$ cat config.mk
export PLATFORM = sky130hd
export DESIGN_NAME = wdg_top
export DESIGN_NICKNAME = d
export VERILOG_FILES = /design/src/wdg_pkg.sv /design/src/wdg_pulse.sv /design/src/wdg_top.sv
export SDC_FILE = /design/constraint.sdc
export NUM_CORES = 1
export LEC_CHECK = 0
export BUFFER_PORTS_ARGS = -buffer_cell sky130_fd_sc_hd__buf_4
export CORE_MARGIN = 8
export CORE_UTILIZATION = 50
export CTS_BUF_LIST = sky130_fd_sc_hd__clkbuf_8
export DETAILED_ROUTE_END_ITERATION = 8
export GPL_ROUTABILITY_DRIVEN = 0
export PLACE_DENSITY = 0.69
export SETUP_SLACK_MARGIN = 0.1
export SLEW_MARGIN = 20
export SYNTH_ARGS = -nofsm -noshare
export SYNTH_HDL_FRONTEND = slang
export SYNTH_SLANG_ARGS = --single-unit
$ cat constraint.sdc
create_clock -name ref_clk -period 3 [get_ports ref_clk]
set_clock_uncertainty 0.15 [all_clocks]
set_input_delay 0.6 -clock ref_clk [delete_from_list [all_inputs] [get_ports ref_clk]]
set_output_delay 0.6 -clock ref_clk [all_outputs]
set_load 0.005 [all_outputs]
$ cat src/wdg_pkg.sv
// wdg_pkg: constants for the watchdog and system option block
// assumes one 100 MHz reference clock that stands for the oscillator clock
// Overview of operation
// rate bit picks 8176 or 262128 cycle timeout
// 6-bit watchdog counter fed by 12-bit prescaler
// unserviced overflow raises a system reset
// service write clears watchdog and prescaler 12..5
// watchdog reset drives pin low 32 cycles, flags
// test voltage in monitor or break disables watchdog
// service read returns reset vector low byte
// stop instruction clears the prescaler
// power-on clears prescaler 4096 cycles after power-up
// any internal reset clears both counters
// short recovery 32 cycles else 4096 on stop exit
// stop exit by reset always uses long recovery
// monitor-in-stop keeps monitor on when powered, reset clears
// reset disable bit blocks low-voltage monitor resets
// power disable bit powers monitor down
// mode bit picks 5-V or 3-V, power-on only
// software services watchdog from main loop
// oscillator clock runs at crystal rate
// watchdog advances on prescaler carry out
package wdg_pkg;
  localparam int unsigned PRE_W      = 12;
  localparam int unsigned WDG_W      = 6;
  localparam int unsigned ADDR_W     = 4;
  // register indices of the plain register port
  localparam logic [3:0] ADDR_CONFIG  = 4'h0;
  localparam logic [3:0] ADDR_SERVICE = 4'h1;
  localparam logic [3:0] ADDR_STATUS  = 4'h2;
  localparam logic [3:0] ADDR_MASK    = 4'h3;
  localparam logic [3:0] ADDR_CTRL    = 4'h4;
  // option register fields
  localparam int unsigned BIT_RATE  = 0;
  localparam int unsigned BIT_MSTOP = 1;
  localparam int unsigned BIT_LRSTD = 2;
  localparam int unsigned BIT_LPWRD = 3;
  localparam int unsigned BIT_LMODE = 4;
  localparam int unsigned BIT_SHORT_STOP_RECOVERY = 5;
  localparam logic [7:0] CONFIG_MASK = 8'h3f;
  // status / mask fields
  localparam int unsigned ST_WDG  = 0;
  localparam int unsigned ST_LVR  = 1;
  localparam int unsigned ST_STOP = 2;
  localparam int unsigned ST_W    = 3;
  // control register fields
  localparam int unsigned CT_STOP = 0;
  // prescaler stages 12..5 are bits 11..4
  localparam logic [11:0] PRE_KEEP_LOW = 12'h00f;
  localparam logic [5:0]  WDG_FAST_TOP = 6'h01;
  localparam logic [5:0]  WDG_SLOW_TOP = 6'h3f;
  // times in oscillator cycles
  localparam int unsigned RST_PULSE_CYC = 32;
  localparam int unsigned POR_DELAY_CYC = 4096;
  localparam int unsigned REC_SHORT_CYC = 32;
  localparam int unsigned REC_LONG_CYC  = 4096;
  localparam int unsigned CNT_W         = 13;
  typedef enum logic [1:0] {PW_RUN, PW_STOP, PW_RECOVER} wdg_pwr_e;
endpackage : wdg_pkg

$ cat src/wdg_pulse.sv
// wdg_pulse: fixed-length low-active reset pin pulse generator
// assumes trigger is a one-cycle pulse in the ref_clk domain
module wdg_pulse #(
  parameter int unsigned LEN = wdg_pkg::RST_PULSE_CYC
) (
  // clock and reset
  input  wire logic ref_clk,
  input  wire logic rst,
  // control
  input  wire logic trigger,
  output logic      pinLow
);
  import wdg_pkg::*;
  typedef struct packed {
    logic [CNT_W-1:0] cnt;
    logic             active;
  } wdg_pls_s;
  wdg_pls_s state_r, state_nxt;

  // count down while the pin is held low; retrigger restarts the full length
  always_comb begin
    state_nxt = state_r;
    if (trigger) begin
      state_nxt.active = 1'b1;
      state_nxt.cnt    = CNT_W'(LEN - 1);
    end else if (state_r.active) begin
      if (state_r.cnt == '0) begin
        state_nxt.active = 1'b0;
      end else begin
        state_nxt.cnt = state_r.cnt - 1'b1;
      end
    end
  end

  always_ff @(posedge ref_clk or posedge rst) begin
    if (rst) begin
      state_r <= '0;
    end else begin
      state_r <= state_nxt;
    end
  end

  assign pinLow = state_r.active;
endmodule : wdg_pulse

$ cat src/wdg_top.sv
// wdg_top: watchdog, prescaler, system option bits and stop recovery
// assumes a plain register port and that ref_clk is the oscillator clock
module wdg_top #(
  parameter logic [7:0]  VECTOR_LOW = 8'h00,  // arbitrary default, strapped per product
  parameter int unsigned POR_DELAY  = wdg_pkg::POR_DELAY_CYC,
  parameter int unsigned REC_LONG   = wdg_pkg::REC_LONG_CYC
) (
  // clock and reset
  input  wire logic                      ref_clk,
  input  wire logic                      rst,
  // register port
  input  wire logic [wdg_pkg::ADDR_W-1:0] regAddr,
  input  wire logic [7:0]                regWdata,
  input  wire logic                      regWr,
  input  wire logic                      regRd,
  output logic      [7:0]                regRdata,
  // system side
  input  wire logic                      stopExec,
  input  wire logic                      wakeEvent,
  input  wire logic                      monitorMode,
  input  wire logic                      breakState,
  input  wire logic                      rstPinTest,
  input  wire logic                      irqPinTest,
  input  wire logic                      lvTrip,
  // outputs
  output logic                           systemReset,
  output logic                           rstPinLow,
  output logic                           stopped,
  output logic                           lvMonitorOn,
  output logic                           lvMode5v,
  output logic                           lvResetEn,
  output logic                           irq
);
  import wdg_pkg::*;

  typedef struct packed {
    logic [PRE_W-1:0] pre;
    logic [WDG_W-1:0] wdg;
    logic [7:0]       cfg;
    logic [ST_W-1:0]  status;
    logic [ST_W-1:0]  mask;
    logic [CNT_W-1:0] delay;
    logic             porDone;
    logic             longRec;
    logic             sysRst;
    logic [7:0]       rdata;
    wdg_pwr_e         pwr;
  } wdg_state_s;

  wdg_state_s state_r, state_nxt;
  logic       carry;
  logic       wdgDisable;
  logic       wdgOver;
  logic       lvReset;
  logic       pulseLow;
  logic       cfgWr;
  logic       svcWr;
  logic       stsWr;
  logic       mskWr;
  logic       ctlWr;

  // write decode
  assign cfgWr = regWr && (regAddr == ADDR_CONFIG);
  assign svcWr = regWr && (regAddr == ADDR_SERVICE);
  assign stsWr = regWr && (regAddr == ADDR_STATUS);
  assign mskWr = regWr && (regAddr == ADDR_MASK);
  assign ctlWr = regWr && (regAddr == ADDR_CTRL);

  // test voltage on reset pin in break, or either pin in monitor mode
  assign wdgDisable = (monitorMode && (rstPinTest || irqPinTest))
                    || (breakState && rstPinTest);

  // prescaler carries out of its top stage once per 4096 cycles
  assign carry = &state_r.pre;

  // fast rate counts two prescaler wraps less a 16-cycle service margin
  assign wdgOver = state_r.porDone && !wdgDisable && carry
                 && (state_r.cfg[BIT_RATE] ? (state_r.wdg == WDG_FAST_TOP)
                                           : (state_r.wdg == WDG_SLOW_TOP));

  // monitor reset path gated by the disable bit; a monitor that is off cannot trip
  assign lvReset = lvTrip && !state_r.cfg[BIT_LRSTD] && lvMonitorOn;

  // next-state logic for the whole block
  always_comb begin
    state_nxt        = state_r;
    state_nxt.sysRst = 1'b0;
    state_nxt.rdata  = 8'h00;

    // register reads answer one cycle later
    if (regRd) begin
      case (regAddr)
        ADDR_CONFIG:  state_nxt.rdata = state_r.cfg;
        ADDR_SERVICE: state_nxt.rdata = VECTOR_LOW;
        ADDR_STATUS:  state_nxt.rdata = 8'(state_r.status);
        ADDR_MASK:    state_nxt.rdata = 8'(state_r.mask);
        ADDR_CTRL:    state_nxt.rdata = {6'h00, state_r.pwr != PW_RUN, 1'b0};
        default:      state_nxt.rdata = 8'h00;
      endcase
    end

    if (cfgWr) begin
      state_nxt.cfg = regWdata & CONFIG_MASK;
    end
    if (mskWr) begin
      state_nxt.mask = regWdata[ST_W-1:0];
    end
    // write one to clear; a same-cycle set below wins
    if (stsWr) begin
      state_nxt.status = state_r.status & ~regWdata[ST_W-1:0];
    end

    // power-on wait: prescaler held until the delay elapses
    if (!state_r.porDone) begin
      state_nxt.pre = '0;
      if (state_r.delay == CNT_W'(POR_DELAY - 1)) begin
        state_nxt.porDone = 1'b1;
        state_nxt.delay   = '0;
      end else begin
        state_nxt.delay = state_r.delay + 1'b1;
      end
    end else begin
      // free-running prescaler and watchdog
      state_nxt.pre = state_r.pre + 1'b1;
      if (carry && !wdgDisable) begin
        state_nxt.wdg = state_r.wdg + 1'b1;
      end
      if (svcWr) begin
        state_nxt.wdg = '0;
        state_nxt.pre = state_r.pre & PRE_KEEP_LOW;
      end

      case (state_r.pwr)
        PW_RUN: begin
          if (stopExec || (ctlWr && regWdata[CT_STOP])) begin
            state_nxt.pwr     = PW_STOP;
            state_nxt.pre     = '0;
            state_nxt.longRec = 1'b0;
          end
        end
        PW_STOP: begin
          state_nxt.pre = '0;
          state_nxt.wdg = state_r.wdg;
          if (wakeEvent) begin
            state_nxt.pwr   = PW_RECOVER;
            state_nxt.delay = '0;
          end
        end
        PW_RECOVER: begin
          // short recovery only when the bit is set and no reset intervened
          state_nxt.delay = state_r.delay + 1'b1;
          if (state_r.longRec || !state_r.cfg[BIT_SHORT_STOP_RECOVERY]) begin
            if (state_r.delay == CNT_W'(REC_LONG - 1)) begin
              state_nxt.pwr = PW_RUN;
            end
          end else if (state_r.delay == CNT_W'(REC_SHORT_CYC - 1)) begin
            state_nxt.pwr = PW_RUN;
          end
          if (state_nxt.pwr == PW_RUN) begin
            state_nxt.delay = '0;
            state_nxt.status[ST_STOP] = 1'b1;
          end
        end
        default: state_nxt.pwr = PW_RUN;
      endcase

      // internal reset from overflow or the monitor
      if (wdgOver || lvReset) begin
        state_nxt.sysRst = 1'b1;
        state_nxt.pre    = '0;
        state_nxt.wdg    = '0;
        state_nxt.cfg    = state_r.cfg & (8'h01 << BIT_LMODE);
        state_nxt.cfg[BIT_RATE]  = 1'b0;
        state_nxt.cfg[BIT_MSTOP] = 1'b0;
        if (state_r.pwr != PW_RUN) begin
          state_nxt.pwr     = PW_RECOVER;
          state_nxt.longRec = 1'b1;
          state_nxt.delay   = '0;
        end
        if (wdgOver) begin
          state_nxt.status[ST_WDG] = 1'b1;
        end
        if (lvReset) begin
          state_nxt.status[ST_LVR] = 1'b1;
        end
      end
    end
  end

  // async reset stands for power-on: every option bit cleared
  always_ff @(posedge ref_clk or posedge rst) begin
    if (rst) begin
      state_r     <= '0;
      state_r.pwr <= PW_RUN;
    end else begin
      state_r <= state_nxt;
    end
  end

  // reset pin pulse after a watchdog overflow
  wdg_pulse #(
    .LEN (RST_PULSE_CYC)
  ) u_pulse (
    .ref_clk (ref_clk),
    .rst     (rst),
    .trigger (wdgOver),
    .pinLow  (pulseLow)
  );

  // outputs
  assign regRdata    = state_r.rdata;
  assign systemReset = state_r.sysRst;
  assign rstPinLow   = pulseLow;
  assign stopped     = state_r.pwr != PW_RUN;
  // monitor powered unless disabled; in stop only with monitor-in-stop set
  assign lvMonitorOn = !state_r.cfg[BIT_LPWRD]
                     && (state_r.pwr == PW_RUN || state_r.cfg[BIT_MSTOP]);
  assign lvMode5v    = state_r.cfg[BIT_LMODE];
  assign lvResetEn   = !state_r.cfg[BIT_LRSTD];
  assign irq         = |(state_r.status & state_r.mask);
endmodule : wdg_top

### Word level (Yosys, flattened, before mapping)

Index checks and enable logic that the tools add are counted.

* bits in registers: 72
* input bits: 23

* add/subtract/negate cells: 4
* bitwise gates (word level): 3
* muxes and demuxes: 46
* reductions and logical operators: 36
* equality and inequality tests: 13

Operators with widths (count)
* $mux W13: 7
* $pmux W8 S4: 1
* $mux W14: 2
* $mux W26: 1
* $pmux W13 S2: 1
* $mux W12: 2
* $pmux W12 S2: 1
* $mux W2: 11
* $mux W18: 1
* $mux W8: 2
* $logic_and A1 B1 Y1: 15
* $add A13 B1 Y13 const B: 1
* $eq A13 B12 Y1 const B: 1
* $eq A13 B5 Y1 const B: 1
* $logic_not A13 Y1: 1
* $sub A13 B1 Y13 const B: 1
* $add A12 B1 Y12 const B: 1
* $mux W1: 12
* $mux W6: 2
* $reduce_and A12 Y1: 1
* $mux W11: 1
* $eq A4 B2 Y1 const B: 2
* $add A6 B1 Y6 const B: 1
* $and A3 B3 Y3: 2
* 19 further kinds: 31

### Longest topological paths before layout

Gate-level depths: netlist (run 1).

* word-level depth: 11
* depth in mapped cells: 10

### Cells and area by module

From an unflattened synthesis (run 1), not the netlist that was laid out.

* cells, all modules: 397
* area, all modules: 3872.5 sq um

By module, submodules not included
* wdg_top: area an instance 3111.7 sq um, cells an instance 325, instances 1
* wdg_pulse: area an instance 760.7 sq um, cells an instance 72, instances 1

### Worst setup path after synthesis (run 1)

No wires, ideal clock.

* kind: register to register
* start point: register u_pulse.state_r[7] (netlist bit)
* end point: register u_pulse.state_r[12] (netlist bit)
* data required time: 2.720 ns
* arrival: 2.288 ns
* buffers on the path: 1
* stages on the path, launching flop included: 9
* setup slack: 0.432 ns
* cells stage by stage: dfrtp_1 -> or4_4 -> or4_4 -> o41ai_4 -> or4_1 -> buf_6 -> nor3_1 -> xnor2_1 -> nor2_1

* longest elaborated chain between the ends: 4
* elaborated cells between the ends (all ways): 7
* those cells by class: 1 x add/sub; 1 x eq/ne; 3 x mux; 2 x reduce/logical

Ends and longest elaborated chain
* start: declaration: RTL line wdg_pulse.sv:18 `wdg_pls_s state_r, state_nxt;`
* start signal: assignment: RTL line wdg_pulse.sv:39 `state_r <= state_nxt;`
* $sub A13 B1 Y13: RTL line wdg_pulse.sv:30 `state_nxt.cnt = state_r.cnt - 1'b1;`
* $mux W13: RTL line wdg_pulse.sv:27 `if (state_r.cnt == '0) begin`
* $mux W14: RTL line wdg_pulse.sv:26 `end else if (state_r.active) begin`
* $mux W14: RTL line wdg_pulse.sv:23 `if (trigger) begin`

Parallel ways exist; a longest one is shown, timed or not. The select of a mux whose other input is x is not followed.
A chain may end at the register's enable or synchronous reset.

### Worst setup path after layout (run 1)

* start point: register u_pulse.state_r[7] (netlist bit)
* end point: register u_pulse.state_r[10] (netlist bit)

The elaborated chain is that of the path after synthesis.

==> results of run 1 <==
[critical path, delay by kind of cell, from the launching register on]
| family | cells | cell delay [ns] |
|---|---|---|
| simple gates | 5 | 1.44 |
| buf+inv | 1 | 0.19 |
| xor+xnor | 1 | 0.15 |
| flops | 1 | 0.40 |
| compound gates | 1 | 0.31 |
[sequential cells by signal, summed over array words and instances (netlist names)]
register,flops
u_pulse.pinLow,1
u_pulse.state_r,13
state_r,48
lvMode5v,1
regRdata,8
systemReset,1
[metrics by stage]
stage	std cells	utilization	total power [uW]	hold WS, ns	setup slack (ns)
after floorplan	388	-	1120	0.296	0.425
after CTS	529	0.598	2040	0.196	0.229
after detailed placement	513	0.567	1190	0.329	0.0875
after global routing	529	0.599	2090	0.221	0.101
final	529	0.599	2010	0.181	0.235
after global placement	513	0.567	1190	0.311	0.172
[area by class of cell]
cell class | instances | share of cell area
well taps | 99 | 0.0285
multi-input cells | 278 | 0.409
clock inverters | 7 | 0.0219
inverters | 19 | 0.0164
clock buffers | 9 | 0.0285
repair buffers | 45 | 0.0807
flip-flops and latches | 72 | 0.415
[cell usage in the layout (no fill, tap or decap), types with 4 or more instances in the layout]
master	count
mux2_2	8
clkbuf_8	9
a21oi_1	21
nor4_1	5
buf_4	44
o21ai_0	17
nand2_1	34
inv_1	18
xor2_1	9
nor3_1	11
nand3_1	26
mux2i_1	5
xnor2_1	10
a22o_1	4
nor2b_1	4
and2_1	6
ha_1	8
dfrtp_1	72
nor2_1	40
and3_1	8
nand4_1	7
[what timing repair did]
action | in CTS | in global routing
gates resized for setup | 1 | 1
gates cloned | 0 | 0
hold buffers | 0 | 0
endpoints found under the setup margin | 8 | 3
[cell families (layout without fill, tap and decap cells)]
kind of cell | count (synthesis) | count (layout)
AOI/OAI and AO/OA | 72 | 72
xor gates and xnor gates | 19 | 19
adders and majority gates | 8 | 8
buffers and inverters | 38 | 80
DFF | 72 | 72
muxes | 13 | 13
and+or+nand+nor | 166 | 166
[where the power goes]
| part | switching, uW | leakage (uW) | internal, uW |
|---|---|---|---|
| Combinational | 78.0 | 0.000906 | 71.4 |
| Sequential | 24.1 | 0.000911 | 998 |
| Clock | 370 | 0.000110 | 469 |
[per-layer routing]
layer | vias to the layer above | share of wire
met3 | 13 | 0.034
met5 | - | 0
met1 | 1406 | 0.47
li1 | 1448 | -
met4 | 0 | 0.019
met2 | 40 | 0.48
[final timing paths]
path	start	end	depth (start not counted)
setup / recovery	u_pulse.state_r[7]$_DFFE_PP0P_	u_pulse.state_r[10]$_DFFE_PP0P_	8
hold / removal	rst	state_r[16]$_DFF_PP0_	3
setup reg to reg	u_pulse.state_r[7]$_DFFE_PP0P_	u_pulse.state_r[10]$_DFFE_PP0P_	8
max in group asynchronous	rst	state_r[23]$_DFF_PP0_	3
min in group ref_clk	regAddr[3]	regRdata[1]$_DFF_PP0_	2
hold reg to reg	state_r[38]$_DFF_PP0_	regRdata[6]$_DFF_PP0_	1
==> metrics.yaml, run 1 <==
synth_seq_area_share: 0.480
vias: 2907
tns_ns: 0
cts-htree-levels: 3
slew_violations: 0
place_hpwl_um: 5730
yosys.area.top_type: "dfrtp_1"
status: "finished, final reports clean"
arrival_ns: 2.83
avgViaCountPerCell: 5.50
io_buffers: 35
clk_pin_slew_ns: 0.08
detail-route-antenna-nets: 0
drtIter0Drc: 145
synthesis.nets: 419
worstPathMaxFanout: 6
cpPeakStageDelay_ns: 0.56
post_cts_buffers: 0
dieHeight_um: 103
synth_top_area_share: 0.480
cts_tree: "built"
synth_top_family_by_area: "simple AND/OR/NAND/NOR gates"
slew_headroom: 0.533
place_area_sq_um: 4110
yosysWarnings: 0
cp_cell_sequence: "or4_4 -> or4_4 -> o41ai_4 -> buf_4 -> or4_1 -> nor4_1 -> xnor2_1 -> nor2_1"
synth.area.mux_share: 0.0373
overflow: 0
top_usage_layer: "met2"
grt_use_total: 0.160
synth_xor_area_frac: 0.0443
rsz0062_at_grt: "no"
wl_per_cell_um: 14.6
timing.fmax_mhz: 362
synth-seq-cells: 72
crit_path_top_delay_cell: "or4_4"
grt_pass1_wl_um: 13300
insertion_delay_ns: 0.34
ys_types: 56
vdd_drop_max_mv: 0.268
met3_usage: 0.0263
die_area_sq_um: 10500
root_buffer: "clkbuf_8"
grt_antenna_before_repair: 0
start_kind: "flop"
initial_core_util: 0.517
synthCells: 388
worstSetupPathType: "reg2reg"
end_kind: "flop"
num_rows: 31
seq_area_sq_um: 1800
num-nets-final: 456
die_w_um: 103
clkSinkCount: 72
ios: 38
synthToLayoutAreaGrowth_pct: 15.7
grt_pass1_vias: 2929
numCtsBuffers: 9
syn_avg_cell_area_sq_um: 9.67
synth-compound-area-share: 0.132
synth_flop_cell: "dfrtp_1"
routed_wl_um: 7720
p_leak_uw: 0.00193
maxCapViolations: 0
powerDensity_nw_per_um2: 463
hold_viol_final: 0
multi_input_area_sq_um: 1780
synth_edf_count: 0
yosys.area_share.simple: 0.229
drc: 0
drt-pass1-iter-count: 4
core_sq_um: 7250
grt_max_degree: 73
synthArstFlopShare: 1.00
synth_fa_ha_area_frac: 0.0267
required_ns: 3.07
grtUsageMet1: 0.199
diodes: 0
setup_violations: 0
use_met2: 0.266
timing.final.crit_share: 0.922
finish.instance_area_sq_um: 4340
clk_path_buf_depth: 2
period_minus_slack_ns: 2.77
cpMostUsedCell: "or4_4"
r2r_setup_slack_ns: 0.23
num-fill-cells: 633
drive_gt1_frac: 0.195
synth_area_sq_um: 3750
yosys-top-cells-count: "dfrtp_1, nor2_1, nand2_1"
synth_area_leaders: "dfrtp_1, nor2_1, nand3_1"
worst_pin_slew_ns: 0.700
min_path_type: "in2async"
synth.most_common_cell: "dfrtp_1"
No activity file was read; power rests on OpenSTA's default activity.
==> run 2, diff against run 1 <==
--- a/config.mk
+++ b/config.mk
@@ -11,7 +11,7 @@
 export CTS_BUF_LIST = sky130_fd_sc_hd__clkbuf_8
 export DETAILED_ROUTE_END_ITERATION = 8
 export GPL_ROUTABILITY_DRIVEN = 0
-export PLACE_DENSITY = 0.69
+export PLACE_DENSITY = 0.79
 export SETUP_SLACK_MARGIN = 0.1
 export SLEW_MARGIN = 20
 export SYNTH_ARGS = -nofsm -noshare
==> constraint.sdc (replaced) <==
create_clock -name ref_clk -period 3 [get_ports ref_clk]
set_clock_uncertainty 0.15 [all_clocks]
set_input_delay 0.15 -clock ref_clk [delete_from_list [all_inputs] [get_ports ref_clk]]
set_output_delay 0.15 -clock ref_clk [all_outputs]
set_load 0.005 [all_outputs]
==> run 2 against run 1 <==
Compared with the run above: flip-flop and latch count unchanged; via count up 3.9%; combinational power up 5%; highest routed layer unchanged; clock-buffer cell count unchanged; total power down 3.8%; die area unchanged; sequential share of layout area down 0.62 points; cell count up 1.9%; first-iteration DRC count up 5.5%.
==> metrics.yaml, run 2 (synthesis results as in run 1) <==
status: "finished, final reports clean"  # unchanged
dp_cells: 512  # was 513
dp_slack_ns: 0.0748  # was 0.0875 ns
rsz0062_at_grt: "no"  # unchanged
drive_gt1_frac: 0.189  # was 0.195
seq_area_sq_um: 1800  # unchanged
met2RoutedLength_um: 3920  # was 3710 um
worstPathMaxFanout: 6  # unchanged
layout_common_cells: "dfrtp_1, buf_4, nor2_1"  # unchanged
ios: 38  # unchanged
avgViaCountPerCell: 5.60  # was 5.50
worst_pin_slew_ns: 0.886  # was 0.700 ns
maxCapViolations: 0  # unchanged
diodes: 0  # unchanged
required_ns: 3.07  # about the same
fin_ws_ns: 0.244  # was 0.235 ns
synthToLayoutAreaGrowth_pct: 17.5  # was 15.7%
grt_pass1_wl_um: 13800  # was 13,300 um
largest_reg_flops: 48  # unchanged
wl_met1_um: 3530  # was 3600 um
multi_input_area_sq_um: 1780  # unchanged
cts-htree-levels: 3  # unchanged
layout_commonest_cell: "dfrtp_1"  # unchanged
powerDensity_nw_per_um2: 439  # was 463 nW/um^2
io_buffers: 35  # unchanged
clkSinkCount: 72  # unchanged
p_switching_uw: 476  # was 472 uW
timing.fmax_mhz: 363  # was 362 MHz
die_area_sq_um: 10500  # unchanged
num_rows: 31  # unchanged
wl_per_cell_um: 14.6  # about the same
initial_core_util: 0.517  # unchanged
wl_met3_um: 374  # was 262 um
drt-pass1-iter-count: 4  # unchanged
hold_viol_final: 0  # unchanged
top_register: "state_r"  # unchanged
die_w_um: 103  # unchanged
clk_pin_slew_ns: 0.08  # about the same
vias: 3019  # was 2,907
arrival_ns: 2.83  # about the same
root_buffer: "clkbuf_8"  # unchanged
cts_tree: "built"  # unchanged
num-nets-final: 466  # was 456
detail-route-antenna-nets: 0  # unchanged
fin_hold_ws_ns: 0.0615  # was 0.181 ns
grt_pass1_vias: 3034  # was 2,929
clk_path_buf_depth: 2  # unchanged
tns_ns: 0  # unchanged
top_layer: "met4"  # unchanged
grt_use_total: 0.165  # was 0.160
place_hpwl_um: 5560  # was 5730 um
grt_antenna_before_repair: 0  # unchanged
insertion_delay_ns: 0.35  # was 0.34 ns
min_path_type: "in2reg"  # was in2async
period_minus_slack_ns: 2.76  # was 2.77 ns
drtIter0Drc: 153  # was 145
slew_violations: 0  # unchanged
end_kind: "flop"  # unchanged
pwr-share-seq: 0.527  # was 0.508
p_int_uw: 1460  # was 1540 uW
switching_share: 0.246  # was 0.235
routed_wl_um: 7900  # was 7720 um
pwr-share-clk: 0.392  # was 0.417
start_kind: "flop"  # unchanged
p_leak_uw: 0.00195  # was 0.00193 uW
core_sq_um: 7250  # unchanged
timing.final.crit_share: 0.919  # was 0.922
worstSetupPathType: "reg2reg"  # unchanged
grt_max_degree: 73  # unchanged
vdd_drop_max_mv: 0.449  # was 0.268 mV
drc: 0  # unchanged
numCtsBuffers: 9  # unchanged
dieHeight_um: 103  # unchanged
num-fill-cells: 600  # was 633
p_comb_frac: 0.081  # was 0.074
final_cells: 539  # was 529
overflow: 0  # unchanged
slew_headroom: 0.409  # was 0.533
post_cts_buffers: 0  # unchanged
setup_violations: 0  # unchanged
[run 2: cell types whose count changed in the layout (fill, tap and decap cells not counted), sizes merged]
cell	delta
dlygate4sd3	+11
clkinvlp	+2
buf	-1
bufinv	-1
clkinv	-1
[run 2: timing repair]
action,CTS,global route
hold endpoints to repair,87,0
resized for setup,1,1
pin swaps,0,0
endpoints found under the setup margin,2,3
hold buffers,11,0
[run 2: worst max-delay path, cell delays in order, from the launching register on]
cell and delay [ns]:
dfrtp_1 0.42, or4_4 0.55, or4_4 0.48, o41ai_4 0.31, buf_4 0.19, or4_1 0.23, nor3_1 0.09, xnor2_1 0.15
nor2_1 0.06
[run 2: stage by stage]
| step | utilization | total power (uW) | instance area (sq um) |
|---|---|---|---|
| floorplan | - | 1120 | 3750 |
| global placement | 0.564 | 1180 | 4090 |
| detailed placement | 0.564 | 1180 | 4090 |
| CTS | 0.607 | 1950 | 4400 |
| global route | 0.608 | 2010 | 4410 |
| finish | 0.608 | 1930 | 4410 |
[run 2: worst paths after layout]
kind	to	depth (start not counted)	start	slack, ns
worst max-delay path	u_pulse.state_r[6]$_DFFE_PP0P_	8	u_pulse.state_r[6]$_DFFE_PP0P_	0.24
worst min-delay path	state_r[11]$_DFFE_PP0P_	4	stopExec	0.06
worst max register to register	u_pulse.state_r[6]$_DFFE_PP0P_	8	u_pulse.state_r[6]$_DFFE_PP0P_	0.24
worst min register to register	regRdata[6]$_DFF_PP0_	1	state_r[38]$_DFF_PP0_	0.33
max in group asynchronous	state_r[52]$_DFF_PP0_	4	rst	1.65
min in group asynchronous	u_pulse.state_r[9]$_DFFE_PP0P_	4	rst	0.46
[run 2: final cells by class]
type | instances | area share
inverter | 19 | 0.0162
timing repair buffer | 55 | 0.0999
sequential | 72 | 0.409
clock inverter | 7 | 0.0162
multi-input combinational | 278 | 0.403
clock buffer | 9 | 0.0281
tap | 99 | 0.0281
[run 2: power by group through the flow]
stage                     sequential, uW  clock, uW  combinational [uW]
after floorplan                     1030          0                83.6
after global placement              1040          0                 142
after detailed placement            1040          0                 145
after CTS                           1020        777                 157
after global routing                1020        817                 175
final                               1020        758                 157
[run 2: routing by layer]
layer | vias to the layer above | GRT usage
met1 | 1482 | 0.207
met5 | - | 0
met2 | 64 | 0.275
met4 | 0 | 0.0440
met3 | 8 | 0.0432
li1 | 1465 | -
==> run 3, diff against run 2 <==
==> constraint.sdc (replaced) <==
create_clock -name ref_clk -period 2.9 [get_ports ref_clk]
set_clock_uncertainty 0.15 [all_clocks]
set_input_delay 0.145 -clock ref_clk [delete_from_list [all_inputs] [get_ports ref_clk]]
set_output_delay 0.145 -clock ref_clk [all_outputs]
set_load 0.005 [all_outputs]
==> run 3 against run 2 <==
Compared with the run above: clock-buffer cell count is 2 higher; first-iteration DRC count is 5.9% higher; sequential power up 4%; sequential share of layout area is 0.67 points lower; critical path depth decreased by 1; total power rose by 14%; setup slack improved by 0.011 ns; combinational power up 4%; via count decreased by 0.53%; utilization is 1.0 points higher.
==> metrics.yaml, run 3 (synthesis results as in run 1) <==
status: "finished, final reports clean"  # unchanged
wl_per_cell_um: 14.9  # was 14.6 um
start_kind: "flop"  # unchanged
arrival_ns: 2.72  # was 2.83 ns
dieHeight_um: 103  # unchanged
tns_ns: 0  # unchanged
worstSetupPathType: "reg2reg"  # unchanged
post_cts_buffers: 0  # unchanged
maxCapViolations: 0  # unchanged
worstPathMaxFanout: 7  # was 6
slew_violations: 0  # unchanged
endpoint: "u_pulse.state_r[7]$_DFFE_PP0P_"  # was u_pulse.state_r[6]$_DFFE_PP0P_
grt_max_degree: 73  # unchanged
p_leak_uw: 0.00199  # was 0.00195 uW
synthToLayoutAreaGrowth_pct: 19.4  # was 17.5%
grt_pass1_wl_um: 13700  # was 13,800 um
die_area_sq_um: 10500  # unchanged
fin_hold_ws_ns: 0.0408  # was 0.0615 ns
largest_reg_flops: 48  # unchanged
place_hpwl_um: 5570  # was 5560 um
core_sq_um: 7250  # unchanged
routed_wl_um: 8060  # was 7900 um
worst_pin_slew_ns: 0.695  # was 0.886 ns
cts-htree-levels: 3  # unchanged
clk_pin_slew_ns: 0.08  # about the same
reg2reg_to: "u_pulse.state_r[7]$_DFFE_PP0P_"  # was u_pulse.state_r[6]$_DFFE_PP0P_
die_w_um: 103  # unchanged
vdd_drop_max_mv: 0.384  # was 0.449 mV
min_path_type: "in2reg"  # unchanged
top_register: "state_r"  # unchanged
seq_area_sq_um: 1800  # unchanged
drtIter0Drc: 162  # was 153
numCtsBuffers: 9  # unchanged
layout_commonest_cell: "dfrtp_1"  # unchanged
drt-pass1-iter-count: 4  # unchanged
num_rows: 31  # unchanged
timing.fmax_mhz: 378  # was 363 MHz
hold_viol_final: 0  # unchanged
multi_input_area_sq_um: 1780  # about the same
detail-route-antenna-nets: 0  # unchanged
clk_path_buf_depth: 2  # unchanged
setup_violations: 0  # unchanged
slew_headroom: 0.536  # was 0.409
drc: 0  # unchanged
diodes: 0  # unchanged
grt_pass1_vias: 3076  # was 3,034
cts_tree: "built"  # unchanged
insertion_delay_ns: 0.34  # was 0.35 ns
powerDensity_nw_per_um2: 492  # was 439 nW/um^2
rsz0062_at_grt: "yes"  # was no
critPathLaunch: "u_pulse.state_r[7]$_DFFE_PP0P_"  # was u_pulse.state_r[6]$_DFFE_PP0P_
initial_core_util: 0.517  # unchanged
ff2ff_path_depth: 7  # was 8
vias: 3003  # was 3,019
r2r_setup_slack_ns: 0.26  # was 0.24 ns
required_ns: 2.97  # was 3.07 ns
drive_gt1_frac: 0.189  # unchanged
grt_antenna_before_repair: 0  # unchanged
num-nets-final: 466  # unchanged
ios: 38  # unchanged
layout_common_cells: "dfrtp_1, buf_4, nor2_1"  # unchanged
io_buffers: 35  # unchanged
grt_use_total: 0.166  # was 0.165
end_kind: "flop"  # unchanged
avgViaCountPerCell: 5.57  # was 5.60
root_buffer: "clkbuf_8"  # unchanged
clkSinkCount: 72  # unchanged
timing.final.crit_share: 0.912  # was 0.919
overflow: 0  # unchanged
rr_startpoint: "u_pulse.state_r[7]$_DFFE_PP0P_"  # was u_pulse.state_r[6]$_DFFE_PP0P_
num-fill-cells: 593  # was 600
period_minus_slack_ns: 2.64  # was 2.76 ns
## run 3: cell count changes in the layout (fill, tap and decap cells not counted)
cell / delta
clkinv_2: -1
clkinvlp_4: -2
clkbuf_8: +2
or3b_2: -1
or2_0: -1
or3b_4: +1
buf_12: +1
inv_6: -1
or2_1: +1
bufinv_16: +2
buf_4: -1
## run 3: worst min path at each step
stage                     startpoint                        endpoint  slack, ns  cells past startpoint
final                       stopExec         state_r[11]$_DFFE_PP0P_       0.04                      4
after global routing           regRd           regRdata[0]$_DFF_PP0_       0.05                      3
after CTS                      regRd           regRdata[2]$_DFF_PP0_       0.02                      3
after detailed placement         rst  u_pulse.state_r[7]$_DFFE_PP0P_       0.12                      3
after global placement           rst  u_pulse.state_r[9]$_DFFE_PP0P_       0.12                      3
after floorplan           regAddr[3]           regRdata[1]$_DFF_PP0_       0.07                      1
## run 3: what timing repair did
action / CTS / global route
endpoints found under the hold margin: 87 / 0
pin swaps: 0 / 0
setup endpoints to repair: 10 / 9
hold buffers: 11 / 0
gates cloned: 0 / 0
gates resized for setup: 1 / 3
## run 3: per-stage QoR
stage	cells	util	area (sq um)	setup slack [ns]	total power (uW)
after floorplan	388	-	3750	0.332	1150
after global placement	512	0.566	4100	0.132	1220
after detailed placement	512	0.566	4100	0.0297	1230
after CTS	539	0.617	4480	0.157	2230
after global routing	539	0.618	4480	0.105	2290
final	539	0.618	4480	0.255	2210
## run 3: final cells by class
type / count / share of cell area
clock buffer: 11 / 0.0338
clock inverter: 5 / 0.0229
inverter: 19 / 0.0159
multi-input combinational: 278 / 0.397
sequential: 72 / 0.402
tap: 99 / 0.0276
timing repair buffer: 55 / 0.101
## run 3: metal layers
layer	wire (um)	vias up	global-route usage	share of wire
met5	0	-	0	0
met3	412	9	0.0493	0.051
met4	62	0	0.0530	0.0077
met2	4010	68	0.285	0.50
met1	3570	1456	0.194	0.44
li1	-	1470	-	-
## run 3: report_power, final
group	total [uW]	leakage [uW]	switching (uW)	internal, uW
combinational	164	0.000950	82.1	82.2
clock	986	0.000126	369	617
sequential	1060	0.000911	24.2	1030
## run 3: critical path, cell delays in order, from the launching register on
cell and delay [ns]:
dfrtp_1 0.40, or4_4 0.56, or4_4 0.48, o41ai_4 0.33, or2_1 0.28, nor4_1 0.10
xnor2_1 0.15, nor2_1 0.05
